===== src/hw/spm_pkg.sv =====
// shared constants, register map and decoders for the protection monitors
package spm_pkg;
   localparam int DW = 16;
   localparam int AW = 8;

   // register byte offsets
   localparam logic [7:0] OFS_MCR = 8'h00;
   localparam logic [7:0] OFS_PCR = 8'h04;
   localparam logic [7:0] OFS_SVC = 8'h08;
   localparam logic [7:0] OFS_PTR = 8'h0c;
   localparam logic [7:0] OFS_PERIODIC_CONTROL_REG = 8'h10;
   localparam logic [7:0] OFS_STAT = 8'h14;

   // module_config_reg fields
   localparam int MCR_SHOW_LO = 0;
   localparam int MCR_SLV = 2;
   localparam int MCR_PRIV = 3;
   localparam logic [1:0] MCR_SHOW_RST = 2'h0;
   localparam logic MCR_PRIV_RST = 1'h1;

   // protection_control_reg fields
   localparam int PCR_BMT_LO = 0;
   localparam int PCR_BME = 2;
   localparam int PCR_HME = 3;
   localparam int PCR_SWT_LO = 4;
   localparam int PCR_SWP = 6;
   localparam int PCR_SWE = 7;
   localparam logic [1:0] PCR_BMT_RST = 2'h0;
   localparam logic PCR_BME_RST = 1'h0;
   localparam logic PCR_HME_RST = 1'h0;
   localparam logic [1:0] PCR_SWT_RST = 2'h0;
   localparam logic PCR_SWP_RST = 1'h1;
   localparam logic PCR_SWE_RST = 1'h0;

   // periodic_timing_reg and periodic_control_reg fields
   localparam int PTR_MOD_LO = 0;
   localparam int PTR_PTP = 8;
   localparam logic [7:0] PTR_MOD_RST = 8'h00;
   localparam logic PTR_PTP_RST = 1'h1;
   localparam int PERIODIC_CONTROL_REG_VEC_LO = 0;
   localparam int PERIODIC_CONTROL_REG_LVL_LO = 8;
   localparam logic [7:0] PERIODIC_CONTROL_REG_VEC_RST = 8'h0f;
   localparam logic [2:0] PERIODIC_CONTROL_REG_LVL_RST = 3'h0;

   // status register fields
   localparam int STAT_PEND = 0;
   localparam int STAT_ARMED = 1;

   // service keys and timing
   localparam logic [7:0] SVC_ARM = 8'h55;
   localparam logic [7:0] SVC_FIRE = 8'haa;
   localparam int PRESCALE_DIV = 512;
   localparam int PIT_DIV = 4;
   localparam logic [15:0] WD_BASE = 16'h0200;
   localparam logic [1:0] STRAP_DONE = 2'h2;

   typedef enum logic [1:0] {
      BM_IDLE = 2'h0,
      BM_FIRST = 2'h1,
      BM_WAIT = 2'h3
   } spm_bm_e;

   function automatic logic [6:0] bm_limit(input logic [1:0] sel);
      unique case (sel)
         2'h0: bm_limit = 7'h40;
         2'h1: bm_limit = 7'h20;
         2'h2: bm_limit = 7'h10;
         2'h3: bm_limit = 7'h08;
      endcase
   endfunction : bm_limit

   // ticks of the (optionally prescaled) clock before expiry: 2^9 .. 2^15
   function automatic logic [15:0] wd_limit(input logic [1:0] watchdog_timing_field);
      wd_limit = WD_BASE << {watchdog_timing_field, 1'b0};
   endfunction : wd_limit
endpackage : spm_pkg


===== src/hw/spm_div.sv =====
// enable divider producing one tick per DIV input enables
`timescale 1ns/1ns
module spm_div #(
   parameter int DIV = 4
) (
   // clock and reset
   input wire logic i_clk_sys,
   input wire logic i_nrst,
   // control
   input wire logic i_en,
   input wire logic i_clr,
   // tick
   output logic o_tick
);
   localparam int CW = (DIV < 2) ? 1 : $clog2(DIV);

   generate
      if (DIV < 2) begin : g_bad_div
         $error("spm_div needs DIV of at least 2");
      end
   endgenerate

   logic [CW-1:0] cnt_q;

   assign o_tick = i_en && !i_clr && (cnt_q == CW'(DIV - 1));

   always_ff @(posedge i_clk_sys or negedge i_nrst) begin
      if (!i_nrst) begin
         cnt_q <= '0;
      end else if (i_clr) begin
         cnt_q <= '0;
      end else if (i_en) begin
         cnt_q <= o_tick ? '0 : cnt_q + 1'b1;
      end
   end
endmodule : spm_div


===== src/hw/spm_top.sv =====
// system protection monitors: config, bus/halt/spurious monitors, watchdog, periodic timer
//
// Contract
// - show select 00 arbitration only, 01 show only, else both
// - read-only slave flag captures strap, low enables
// - privilege bit set blocks user register access
// - bus monitor counts, faults on missing acknowledge
// - timeout select gives 64, 32, 16, 8 clocks
// - monitor core cycles; enable gates external ones
// - word to byte port counts both accesses
// - halt request resets only when enabled
// - unarbitrated interrupt acknowledge faults, always on
// - enabled watchdog resets unless serviced in time
// - service is 55 then AA, gaps allowed
// - watchdog prescale loads from clock mode strap
// - watchdog ratio 2^9..2^15, prescaled 2^18..2^24
// - new watchdog timing waits for a service
// - periodic clock is reference, prescaled, divided four
// - periodic prescale loads from strap, stays writable
// - zero modulus stops, nonzero starts the counter
// - at zero, interrupt, reload, keep counting
// - new modulus loads when current count completes
// - level 0 disables, 1..6 compared with mask, 7 taken at any mask
// - periodic wins ties; counter runs while disabled
// - acknowledge drives vector; vector resets to 0f
//
// Local design decisions: the address-and-strobe port and the register addresses.
`timescale 1ns/1ns
module spm_top #(
   parameter int PRE_DIV = spm_pkg::PRESCALE_DIV,
   parameter int PIT_DIV = spm_pkg::PIT_DIV
) (
   // clock and reset
   input wire logic i_clk_sys,
   input wire logic i_nrst,
   // register port
   input wire logic [spm_pkg::AW-1:0] i_addr,
   input wire logic [spm_pkg::DW-1:0] i_wdata,
   input wire logic i_wr,
   input wire logic i_rd,
   input wire logic i_super,
   output logic [spm_pkg::DW-1:0] o_rdata,
   // reset straps (pins)
   input wire logic i_clock_mode_strap,
   input wire logic i_test_strap_line,
   // bus cycle watch
   input wire logic i_cyc_start,
   input wire logic i_cyc_core,
   input wire logic i_cyc_ext,
   input wire logic i_cyc_word8,
   input wire logic i_transfer_size_ack,
   input wire logic i_autovector_request,
   input wire logic i_halt_req,
   // interrupts
   input wire logic i_reference_clock_input,
   input wire logic [2:0] i_cpu_mask,
   input wire logic [2:0] i_ext_irq_level,
   input wire logic i_iack,
   input wire logic [2:0] i_iack_level,
   input wire logic i_iack_arb,
   // outputs
   output logic o_show_cycles_en,
   output logic o_ext_arb_en,
   output logic o_bus_fault_signal,
   output logic o_sys_reset,
   output logic [2:0] o_irq_level,
   output logic o_irq_from_pit,
   output logic o_vec_valid,
   output logic [7:0] o_vec_data
);

   // pin synchronisers: stage one feeds stage two only
   localparam int NS = 8;
   logic [NS-1:0] pin_s1_q;
   logic [NS-1:0] pin_s2_q;
   logic ref_s3_q;
   always_ff @(posedge i_clk_sys or negedge i_nrst) begin
      if (!i_nrst) begin
         pin_s1_q <= '0;
         pin_s2_q <= '0;
         ref_s3_q <= 1'b0;
      end else begin
         pin_s1_q <= {i_ext_irq_level, i_test_strap_line, i_clock_mode_strap,
                      i_reference_clock_input, i_autovector_request, i_transfer_size_ack};
         pin_s2_q <= pin_s1_q;
         ref_s3_q <= pin_s2_q[2];
      end
   end
   wire logic ack = pin_s2_q[0] || pin_s2_q[1];
   wire logic ref_rise = pin_s2_q[2] && !ref_s3_q;
   wire logic mode_s = pin_s2_q[3];
   wire logic test_s = pin_s2_q[4];
   wire logic [2:0] ext_lvl = pin_s2_q[7:5];

   // register state
   logic [1:0] show_q;
   logic slv_q;
   logic priv_q;
   logic [1:0] bmt_q;
   logic bme_q;
   logic hme_q;
   logic [1:0] swt_q;
   logic swp_q;
   logic swe_q;
   logic [7:0] periodic_modulus_field_q;
   logic ptp_q;
   logic [7:0] vec_q;
   logic [2:0] lvl_q;
   logic [1:0] strap_cnt_q;
   logic pend_q;
   logic armed_q;

   wire logic acc_ok = i_super || !priv_q;
   wire logic wr_ok = i_wr && acc_ok;
   wire logic mcr_wr = wr_ok && (i_addr == spm_pkg::OFS_MCR);
   wire logic pcr_wr = wr_ok && (i_addr == spm_pkg::OFS_PCR);
   wire logic svc_wr = wr_ok && (i_addr == spm_pkg::OFS_SVC);
   wire logic ptr_wr = wr_ok && (i_addr == spm_pkg::OFS_PTR);
   wire logic periodic_control_reg_wr = wr_ok && (i_addr == spm_pkg::OFS_PERIODIC_CONTROL_REG);
   wire logic strap_take = (strap_cnt_q == spm_pkg::STRAP_DONE);
   wire logic [7:0] wr_mod = i_wdata[spm_pkg::PTR_MOD_LO +: 8];

   // straps settle through the synchroniser, then are caught once
   always_ff @(posedge i_clk_sys or negedge i_nrst) begin
      if (!i_nrst) begin
         strap_cnt_q <= 2'h0;
      end else if (strap_cnt_q != 2'h3) begin
         strap_cnt_q <= strap_cnt_q + 2'h1;
      end
   end

   always_ff @(posedge i_clk_sys or negedge i_nrst) begin
      if (!i_nrst) begin
         show_q <= spm_pkg::MCR_SHOW_RST;
         priv_q <= spm_pkg::MCR_PRIV_RST;
         slv_q <= 1'b0;
      end else begin
         if (mcr_wr) begin
            show_q <= i_wdata[spm_pkg::MCR_SHOW_LO +: 2];
            priv_q <= i_wdata[spm_pkg::MCR_PRIV];
         end
         if (strap_take) begin
            slv_q <= !test_s;
         end
      end
   end

   always_ff @(posedge i_clk_sys or negedge i_nrst) begin
      if (!i_nrst) begin
         bmt_q <= spm_pkg::PCR_BMT_RST;
         bme_q <= spm_pkg::PCR_BME_RST;
         hme_q <= spm_pkg::PCR_HME_RST;
         swt_q <= spm_pkg::PCR_SWT_RST;
         swp_q <= spm_pkg::PCR_SWP_RST;
         swe_q <= spm_pkg::PCR_SWE_RST;
      end else begin
         if (pcr_wr) begin
            bmt_q <= i_wdata[spm_pkg::PCR_BMT_LO +: 2];
            bme_q <= i_wdata[spm_pkg::PCR_BME];
            hme_q <= i_wdata[spm_pkg::PCR_HME];
            swt_q <= i_wdata[spm_pkg::PCR_SWT_LO +: 2];
            swp_q <= i_wdata[spm_pkg::PCR_SWP];
            swe_q <= i_wdata[spm_pkg::PCR_SWE];
         end
         if (strap_take) begin
            swp_q <= !mode_s;
         end
      end
   end

   always_ff @(posedge i_clk_sys or negedge i_nrst) begin
      if (!i_nrst) begin
         periodic_modulus_field_q <= spm_pkg::PTR_MOD_RST;
         ptp_q <= spm_pkg::PTR_PTP_RST;
         vec_q <= spm_pkg::PERIODIC_CONTROL_REG_VEC_RST;
         lvl_q <= spm_pkg::PERIODIC_CONTROL_REG_LVL_RST;
      end else begin
         if (ptr_wr) begin
            periodic_modulus_field_q <= wr_mod;
            ptp_q <= i_wdata[spm_pkg::PTR_PTP];
         end
         if (strap_take) begin
            ptp_q <= !mode_s;
         end
         if (periodic_control_reg_wr) begin
            vec_q <= i_wdata[spm_pkg::PERIODIC_CONTROL_REG_VEC_LO +: 8];
            lvl_q <= i_wdata[spm_pkg::PERIODIC_CONTROL_REG_LVL_LO +: 3];
         end
      end
   end

   // read port: data only in the cycle after the strobe
   logic [spm_pkg::DW-1:0] rd_mux;
   always_comb begin
      rd_mux = '0;
      unique case (i_addr)
         spm_pkg::OFS_MCR: begin
            rd_mux[spm_pkg::MCR_SHOW_LO +: 2] = show_q;
            rd_mux[spm_pkg::MCR_SLV] = slv_q;
            rd_mux[spm_pkg::MCR_PRIV] = priv_q;
         end
         spm_pkg::OFS_PCR: begin
            rd_mux[spm_pkg::PCR_BMT_LO +: 2] = bmt_q;
            rd_mux[spm_pkg::PCR_BME] = bme_q;
            rd_mux[spm_pkg::PCR_HME] = hme_q;
            rd_mux[spm_pkg::PCR_SWT_LO +: 2] = swt_q;
            rd_mux[spm_pkg::PCR_SWP] = swp_q;
            rd_mux[spm_pkg::PCR_SWE] = swe_q;
         end
         spm_pkg::OFS_PTR: begin
            rd_mux[spm_pkg::PTR_MOD_LO +: 8] = periodic_modulus_field_q;
            rd_mux[spm_pkg::PTR_PTP] = ptp_q;
         end
         spm_pkg::OFS_PERIODIC_CONTROL_REG: begin
            rd_mux[spm_pkg::PERIODIC_CONTROL_REG_VEC_LO +: 8] = vec_q;
            rd_mux[spm_pkg::PERIODIC_CONTROL_REG_LVL_LO +: 3] = lvl_q;
         end
         spm_pkg::OFS_STAT: begin
            rd_mux[spm_pkg::STAT_PEND] = pend_q;
            rd_mux[spm_pkg::STAT_ARMED] = armed_q;
         end
         default: rd_mux = '0;
      endcase
   end

   always_ff @(posedge i_clk_sys or negedge i_nrst) begin
      if (!i_nrst) begin
         o_rdata <= '0;
      end else begin
         o_rdata <= (i_rd && acc_ok) ? rd_mux : '0;
      end
   end

   // show cycle decode
   always_ff @(posedge i_clk_sys or negedge i_nrst) begin
      if (!i_nrst) begin
         o_show_cycles_en <= 1'b0;
         o_ext_arb_en <= 1'b1;
      end else begin
         o_show_cycles_en <= (show_q != 2'h0);
         o_ext_arb_en <= (show_q != 2'h1);
      end
   end

   // bus monitor
   spm_pkg::spm_bm_e bm_st_q;
   logic [6:0] bm_cnt_q;
   wire logic [6:0] bm_lim = spm_pkg::bm_limit(bmt_q);
   wire logic bm_start = i_cyc_start && i_cyc_core && (!i_cyc_ext || bme_q);
   wire logic bm_to = (bm_st_q != spm_pkg::BM_IDLE) && !ack && (bm_cnt_q == bm_lim - 7'h1);

   always_ff @(posedge i_clk_sys or negedge i_nrst) begin
      if (!i_nrst) begin
         bm_st_q <= spm_pkg::BM_IDLE;
         bm_cnt_q <= 7'h0;
      end else begin
         bm_cnt_q <= bm_cnt_q + 7'h1;
         unique case (bm_st_q)
            spm_pkg::BM_IDLE: begin
               bm_cnt_q <= 7'h0;
               if (bm_start) begin
                  bm_st_q <= i_cyc_word8 ? spm_pkg::BM_FIRST : spm_pkg::BM_WAIT;
               end
            end
            spm_pkg::BM_FIRST: begin
               // first byte acknowledged: the count keeps running
               if (bm_to) begin
                  bm_st_q <= spm_pkg::BM_IDLE;
               end else if (ack) begin
                  bm_st_q <= spm_pkg::BM_WAIT;
               end
            end
            spm_pkg::BM_WAIT: begin
               if (bm_to || ack) begin
                  bm_st_q <= spm_pkg::BM_IDLE;
               end
            end
            default: bm_st_q <= spm_pkg::BM_IDLE;
         endcase
      end
   end

   // periodic timer clock chain
   logic pre512_tick;
   logic pit_tick;
   wire logic pre_tick = ptp_q ? pre512_tick : ref_rise;

   spm_div #(.DIV(PRE_DIV)) u_pit_pre (
      .i_clk_sys(i_clk_sys),
      .i_nrst(i_nrst),
      .i_en(ref_rise),
      .i_clr(1'b0),
      .o_tick(pre512_tick)
   );

   spm_div #(.DIV(PIT_DIV)) u_pit_div4 (
      .i_clk_sys(i_clk_sys),
      .i_nrst(i_nrst),
      .i_en(pre_tick),
      .i_clr(1'b0),
      .o_tick(pit_tick)
   );

   // modulus counter; zero means stopped
   logic [7:0] pit_cnt_q;
   wire logic pit_done = pit_tick && (pit_cnt_q == 8'h1) && !(ptr_wr && wr_mod == 8'h0);
   wire logic [7:0] reload = ptr_wr ? wr_mod : periodic_modulus_field_q;

   always_ff @(posedge i_clk_sys or negedge i_nrst) begin
      if (!i_nrst) begin
         pit_cnt_q <= 8'h0;
      end else if (ptr_wr && wr_mod == 8'h0) begin
         pit_cnt_q <= 8'h0;
      end else if (ptr_wr && pit_cnt_q == 8'h0) begin
         pit_cnt_q <= wr_mod;
      end else if (pit_done) begin
         pit_cnt_q <= reload;
      end else if (pit_tick && pit_cnt_q != 8'h0) begin
         pit_cnt_q <= pit_cnt_q - 8'h1;
      end
   end

   // periodic request, priority and vector
   wire logic pit_req = pend_q && (lvl_q != 3'h0);
   wire logic pit_rec = pit_req && (lvl_q > i_cpu_mask || lvl_q == 3'h7);
   wire logic pit_hit = i_iack && pit_req && (i_iack_level == lvl_q);

   always_ff @(posedge i_clk_sys or negedge i_nrst) begin
      if (!i_nrst) begin
         pend_q <= 1'b0;
      end else if (pit_done && lvl_q != 3'h0) begin
         pend_q <= 1'b1;
      end else if (pit_hit) begin
         pend_q <= 1'b0;
      end
   end

   always_ff @(posedge i_clk_sys or negedge i_nrst) begin
      if (!i_nrst) begin
         o_irq_level <= 3'h0;
         o_irq_from_pit <= 1'b0;
         o_vec_valid <= 1'b0;
         o_vec_data <= 8'h0;
      end else begin
         o_irq_level <= (pit_rec && lvl_q >= ext_lvl) ? lvl_q : ext_lvl;
         o_irq_from_pit <= pit_rec && (lvl_q >= ext_lvl);
         o_vec_valid <= pit_hit;
         o_vec_data <= pit_hit ? vec_q : 8'h0;
      end
   end

   // watchdog
   logic wd_pre_tick;
   logic [1:0] swt_act_q;
   logic [15:0] wd_cnt_q;
   wire logic svc_fire = svc_wr && (i_wdata[7:0] == spm_pkg::SVC_FIRE) && armed_q;
   wire logic wd_tick = swe_q && (swp_q ? wd_pre_tick : 1'b1);
   wire logic [15:0] wd_lim = spm_pkg::wd_limit(swt_act_q);
   wire logic wd_to = wd_tick && !svc_fire && (wd_cnt_q == wd_lim - 16'h1);

   spm_div #(.DIV(PRE_DIV)) u_wd_pre (
      .i_clk_sys(i_clk_sys),
      .i_nrst(i_nrst),
      .i_en(swe_q),
      .i_clr(svc_fire),
      .o_tick(wd_pre_tick)
   );

   always_ff @(posedge i_clk_sys or negedge i_nrst) begin
      if (!i_nrst) begin
         armed_q <= 1'b0;
      end else if (svc_wr) begin
         armed_q <= (i_wdata[7:0] == spm_pkg::SVC_ARM);
      end
   end

   always_ff @(posedge i_clk_sys or negedge i_nrst) begin
      if (!i_nrst) begin
         swt_act_q <= spm_pkg::PCR_SWT_RST;
      end else if (svc_fire) begin
         swt_act_q <= swt_q;
      end
   end

   always_ff @(posedge i_clk_sys or negedge i_nrst) begin
      if (!i_nrst) begin
         wd_cnt_q <= 16'h0;
      end else if (!swe_q || svc_fire || wd_to) begin
         wd_cnt_q <= 16'h0;
      end else if (wd_tick) begin
         wd_cnt_q <= wd_cnt_q + 16'h1;
      end
   end

   // halt, spurious and reset outputs
   logic halt_q;
   wire logic halt_rise = i_halt_req && !halt_q;
   wire logic spur = i_iack && !i_iack_arb && !pit_hit;

   always_ff @(posedge i_clk_sys or negedge i_nrst) begin
      if (!i_nrst) begin
         halt_q <= 1'b0;
         o_bus_fault_signal <= 1'b0;
         o_sys_reset <= 1'b0;
      end else begin
         halt_q <= i_halt_req;
         o_bus_fault_signal <= bm_to || spur;
         o_sys_reset <= wd_to || (halt_rise && hme_q);
      end
   end
endmodule : spm_top


===== config.mk =====
export PLATFORM = sky130hd
export DESIGN_NAME = spm_top
export DESIGN_NICKNAME = d
export VERILOG_FILES = /design/src/hw/spm_pkg.sv /design/src/hw/spm_div.sv /design/src/hw/spm_top.sv
export SDC_FILE = /design/constraint.sdc
export NUM_CORES = 1
export LEC_CHECK = 0
export BUFFER_PORTS_ARGS = -buffer_cell sky130_fd_sc_hd__buf_2
export CORE_MARGIN = 3
export CORE_UTILIZATION = 60
export CTS_BUF_LIST = sky130_fd_sc_hd__clkbuf_8
export CTS_CLUSTER_SIZE = 25
export DETAILED_ROUTE_END_ITERATION = 10
export PLACE_DENSITY = 0.82
export SLEW_MARGIN = 20
export SYNTH_ARGS = -nofsm -noshare
export SYNTH_HDL_FRONTEND = slang
export SYNTH_SLANG_ARGS = --single-unit

===== constraint.sdc =====
create_clock -name i_clk_sys -period 3 [get_ports i_clk_sys]
set_input_delay 0.6 -clock i_clk_sys [delete_from_list [all_inputs] [get_ports i_clk_sys]]
set_output_delay 0.6 -clock i_clk_sys [all_outputs]
set_load 0.005 [all_outputs]

==> metrics <==
Max Fclk 367 MHz; half-perimeter wire length after detailed placement 10800 µm; biggest cell delay along the critical path 0.48 ns; count of cell types in the netlist 58; effective utilization at floorplan 0.630; DIE WIDTH 111 µm; mean routed wirelength per cell 17.3 µm; final RePlAce weighted congestion 0.903; number of global-route vias before repair 5335; 1st-pass router iterations 7; cts repair resizes 0; TritonCTS Sinks 137; layout cells sized above 1 0.250; total of hold buffers inserted after clock tree synthesis 0; later-pin clock latency in the skew report 0.46 ns; Max-Cap Viols 0; largest fanout on the critical path 18; number of buffers on the longest clock path 2; LEAKAGE 0.00353 µW; total gr overflow 0; Slowest cell on crit path sky130_fd_sc_hd__o31a_1; worst ir drop on vdd 516 µV; area of the mapped netlist 6620 µm²; Post-Syn Instances 632; most repeated library cell on the critical path sky130_fd_sc_hd__and3_1; number of routed nets with antenna violations 0; detailed-route vias per instance 6.10; critical path arrival 3.10 ns; worst hold slack 0.103 ns; number of buffers inserted by port buffering 72; number of nets in the layout 796; result of the run completed; most common library cell in the layout ignoring fill and taps sky130_fd_sc_hd__dfrtp_1; flops & latches, synth 137; power density relative to cell area 614 nW/µm²; critical-path cell list ha_1 -> and3_1 -> and3_1 -> and3_1 -> ha_1 -> nor2b_1 -> and2_1 -> o31a_1 -> o21ai_0 -> a21oi_1; cell area after layout 7690 µm²; register-to-register setup slack 0.28 ns; Sum Neg Setup Slack 0 ns; Yosys warning count 0; crit share post-route 0.908; detailed router's first-iteration violation count 652; die area 12300 µm²; max-slew violation total from the final report 0; pin count of the biggest net entering global routing 59; required time reported for the critical path endpoint 3.38 ns; ys async rst share 1.00; RSZ-0062 raised after global routing no; maximum clock skew at final layout 0.00883 ns; worst-margin pin slew 0.590 ns; area of the core 10500 µm²; clock slew at reported path FFs 0.07 ns; startpoint type of the worst setup path register; # setup viols final 0; worst setup path class reg -> reg; number of clock buffers inserted by TritonCTS 17; total routed wirelength 15100 µm; global-route usage over all layers 0.258; fraction of the yosys area taken by sequential cells 0.519; Tightest Hold Check Type in -> async; Die Height 111 µm; EDFF count, synth 0; Site Rows 37; primary flip-flop cell chosen by synthesis mapping sky130_fd_sc_hd__dfrtp_1; Crit. End Element register; Root Buffer sky130_fd_sc_hd__clkbuf_8; Layout Area Growth over Synthesis 16.2%; number of H-tree levels 4; buffers inserted during post-CTS setup optimization 0; final number of hold-violating endpoints 0; Rel. slew slack 0.604; CTS tree yes; initial antenna violation count 0; synthesized area divided by synthesized cell count 10.5 µm²; number of DRC violations after detailed routing 0; Vias 5346; Placed Area 7270 µm²; wire length of the first global-routing pass 25700 µm; num ports 83; Tmin final 2.72 ns; antenna cell count 0; most frequent cells in the layout sky130_fd_sc_hd__dfrtp_1, sky130_fd_sc_hd__buf_2, sky130_fd_sc_hd__nand2_1
==> routing by layer <==
layer | up-vias | routed length, µm | track usage | share of wire
met5 | - | 0 | 0 | 0
met4 | 0 | 292 | 0.0876 | 0.019
met3 | 33 | 898 | 0.0628 | 0.059
met2 | 191 | 7720 | 0.431 | 0.51
met1 | 2634 | 6240 | 0.332 | 0.41
li1 | 2488 | - | - | -
==> worst max-delay path: cells and delay by family, from the launching register on <==
family                   cells  cell delay [ns]
flip-flops                   1             0.40
AO/OA/AOI/OAI                3             0.81
AND/OR/NAND/NOR              5             1.01
adder cells (fa/ha/maj)      2             0.42
==> cell type report <==
cell class,instances,area [µm²]
Clock buffer,20,275
Clock inverter,12,148
Fill cell,711,2820
Inverter,12,45.0
Multi-Input combinational cell,463,3040
Sequential cell,137,3440
Tap cell,136,170
Timing Repair Buffer,97,579
==> per-stage QoR <==
step                cells  utilization  power, µW  setup WS [ns]
CTS                   877        0.732       4730          0.261
global placement      845        0.692       3070         0.0291
finish                877        0.732       4720          0.277
floorplan             636            -       2850          0.307
global route          877        0.732       4980         0.0336
detailed placement    845        0.692       3140        -0.0121
==> worst paths after layout <==
| kind | start | to | cells after the start |
|---|---|---|---|
| min | i_nrst | bm_cnt_q[6] | 1 |
| max | u_wd_pre.cnt_q[0] | wd_cnt_q[3] | 10 |
| min reg2reg | pin_s1_q[3] | pin_s2_q[3] | 0 |
| min in group i_clk_sys | i_ext_irq_level[0] | pin_s1_q[5] | 1 |
| max in group asynchronous | i_nrst | o_rdata[6] | 2 |
| max reg2reg | u_wd_pre.cnt_q[0] | wd_cnt_q[3] | 10 |
==> cell usage after synthesis, drive strengths merged (13+ instances only) <==
library cell / count / share of area
mux2: 36 / 0.061
clkbuf: 16 / 0.0091
a21oi: 37 / 0.028
or4: 13 / 0.016
dfrtp: 129 / 0.49
nand3: 25 / 0.019
o21ai: 40 / 0.030
nor3: 15 / 0.011
nor2: 44 / 0.025
ha: 18 / 0.034
nand2b: 13 / 0.012
nand2: 51 / 0.029
and2: 16 / 0.015
==> cell families after synthesis <==
logic type | share of synthesized area
flops | 0.519
compound gates | 0.123
simple gates | 0.200
buf+inv | 0.0246
mux | 0.0688
other cells | 0.000566
fa+ha+maj | 0.0340
xor+xnor | 0.0304
==> state kept, by name (all words and copies together) (netlist names), 2 cells and up <==
signal and cells:
bm_cnt_q 7, bm_st_q 2, bmt_q 2, lvl_q 3, o_irq_level 3, o_rdata 11
o_vec_data 8, periodic_modulus_field_q 8, pin_s1_q 8, pin_s2_q 8, pit_cnt_q 8, show_q 2
strap_cnt_q 2, swt_act_q 2, swt_q 2, u_pit_div4.cnt_q 2, u_pit_pre.cnt_q 9, u_wd_pre.cnt_q 9
vec_q 8, wd_cnt_q 16
==> report_power, final <==
part | internal (µW) | leakage, µW | switching, µW
clock network | 882 | 0.000208 | 711
registers | 2070 | 0.00175 | 245
logic | 370 | 0.00157 | 442
total | 3320 | 0.00353 | 1400
(Power assumes the default switching activity.)
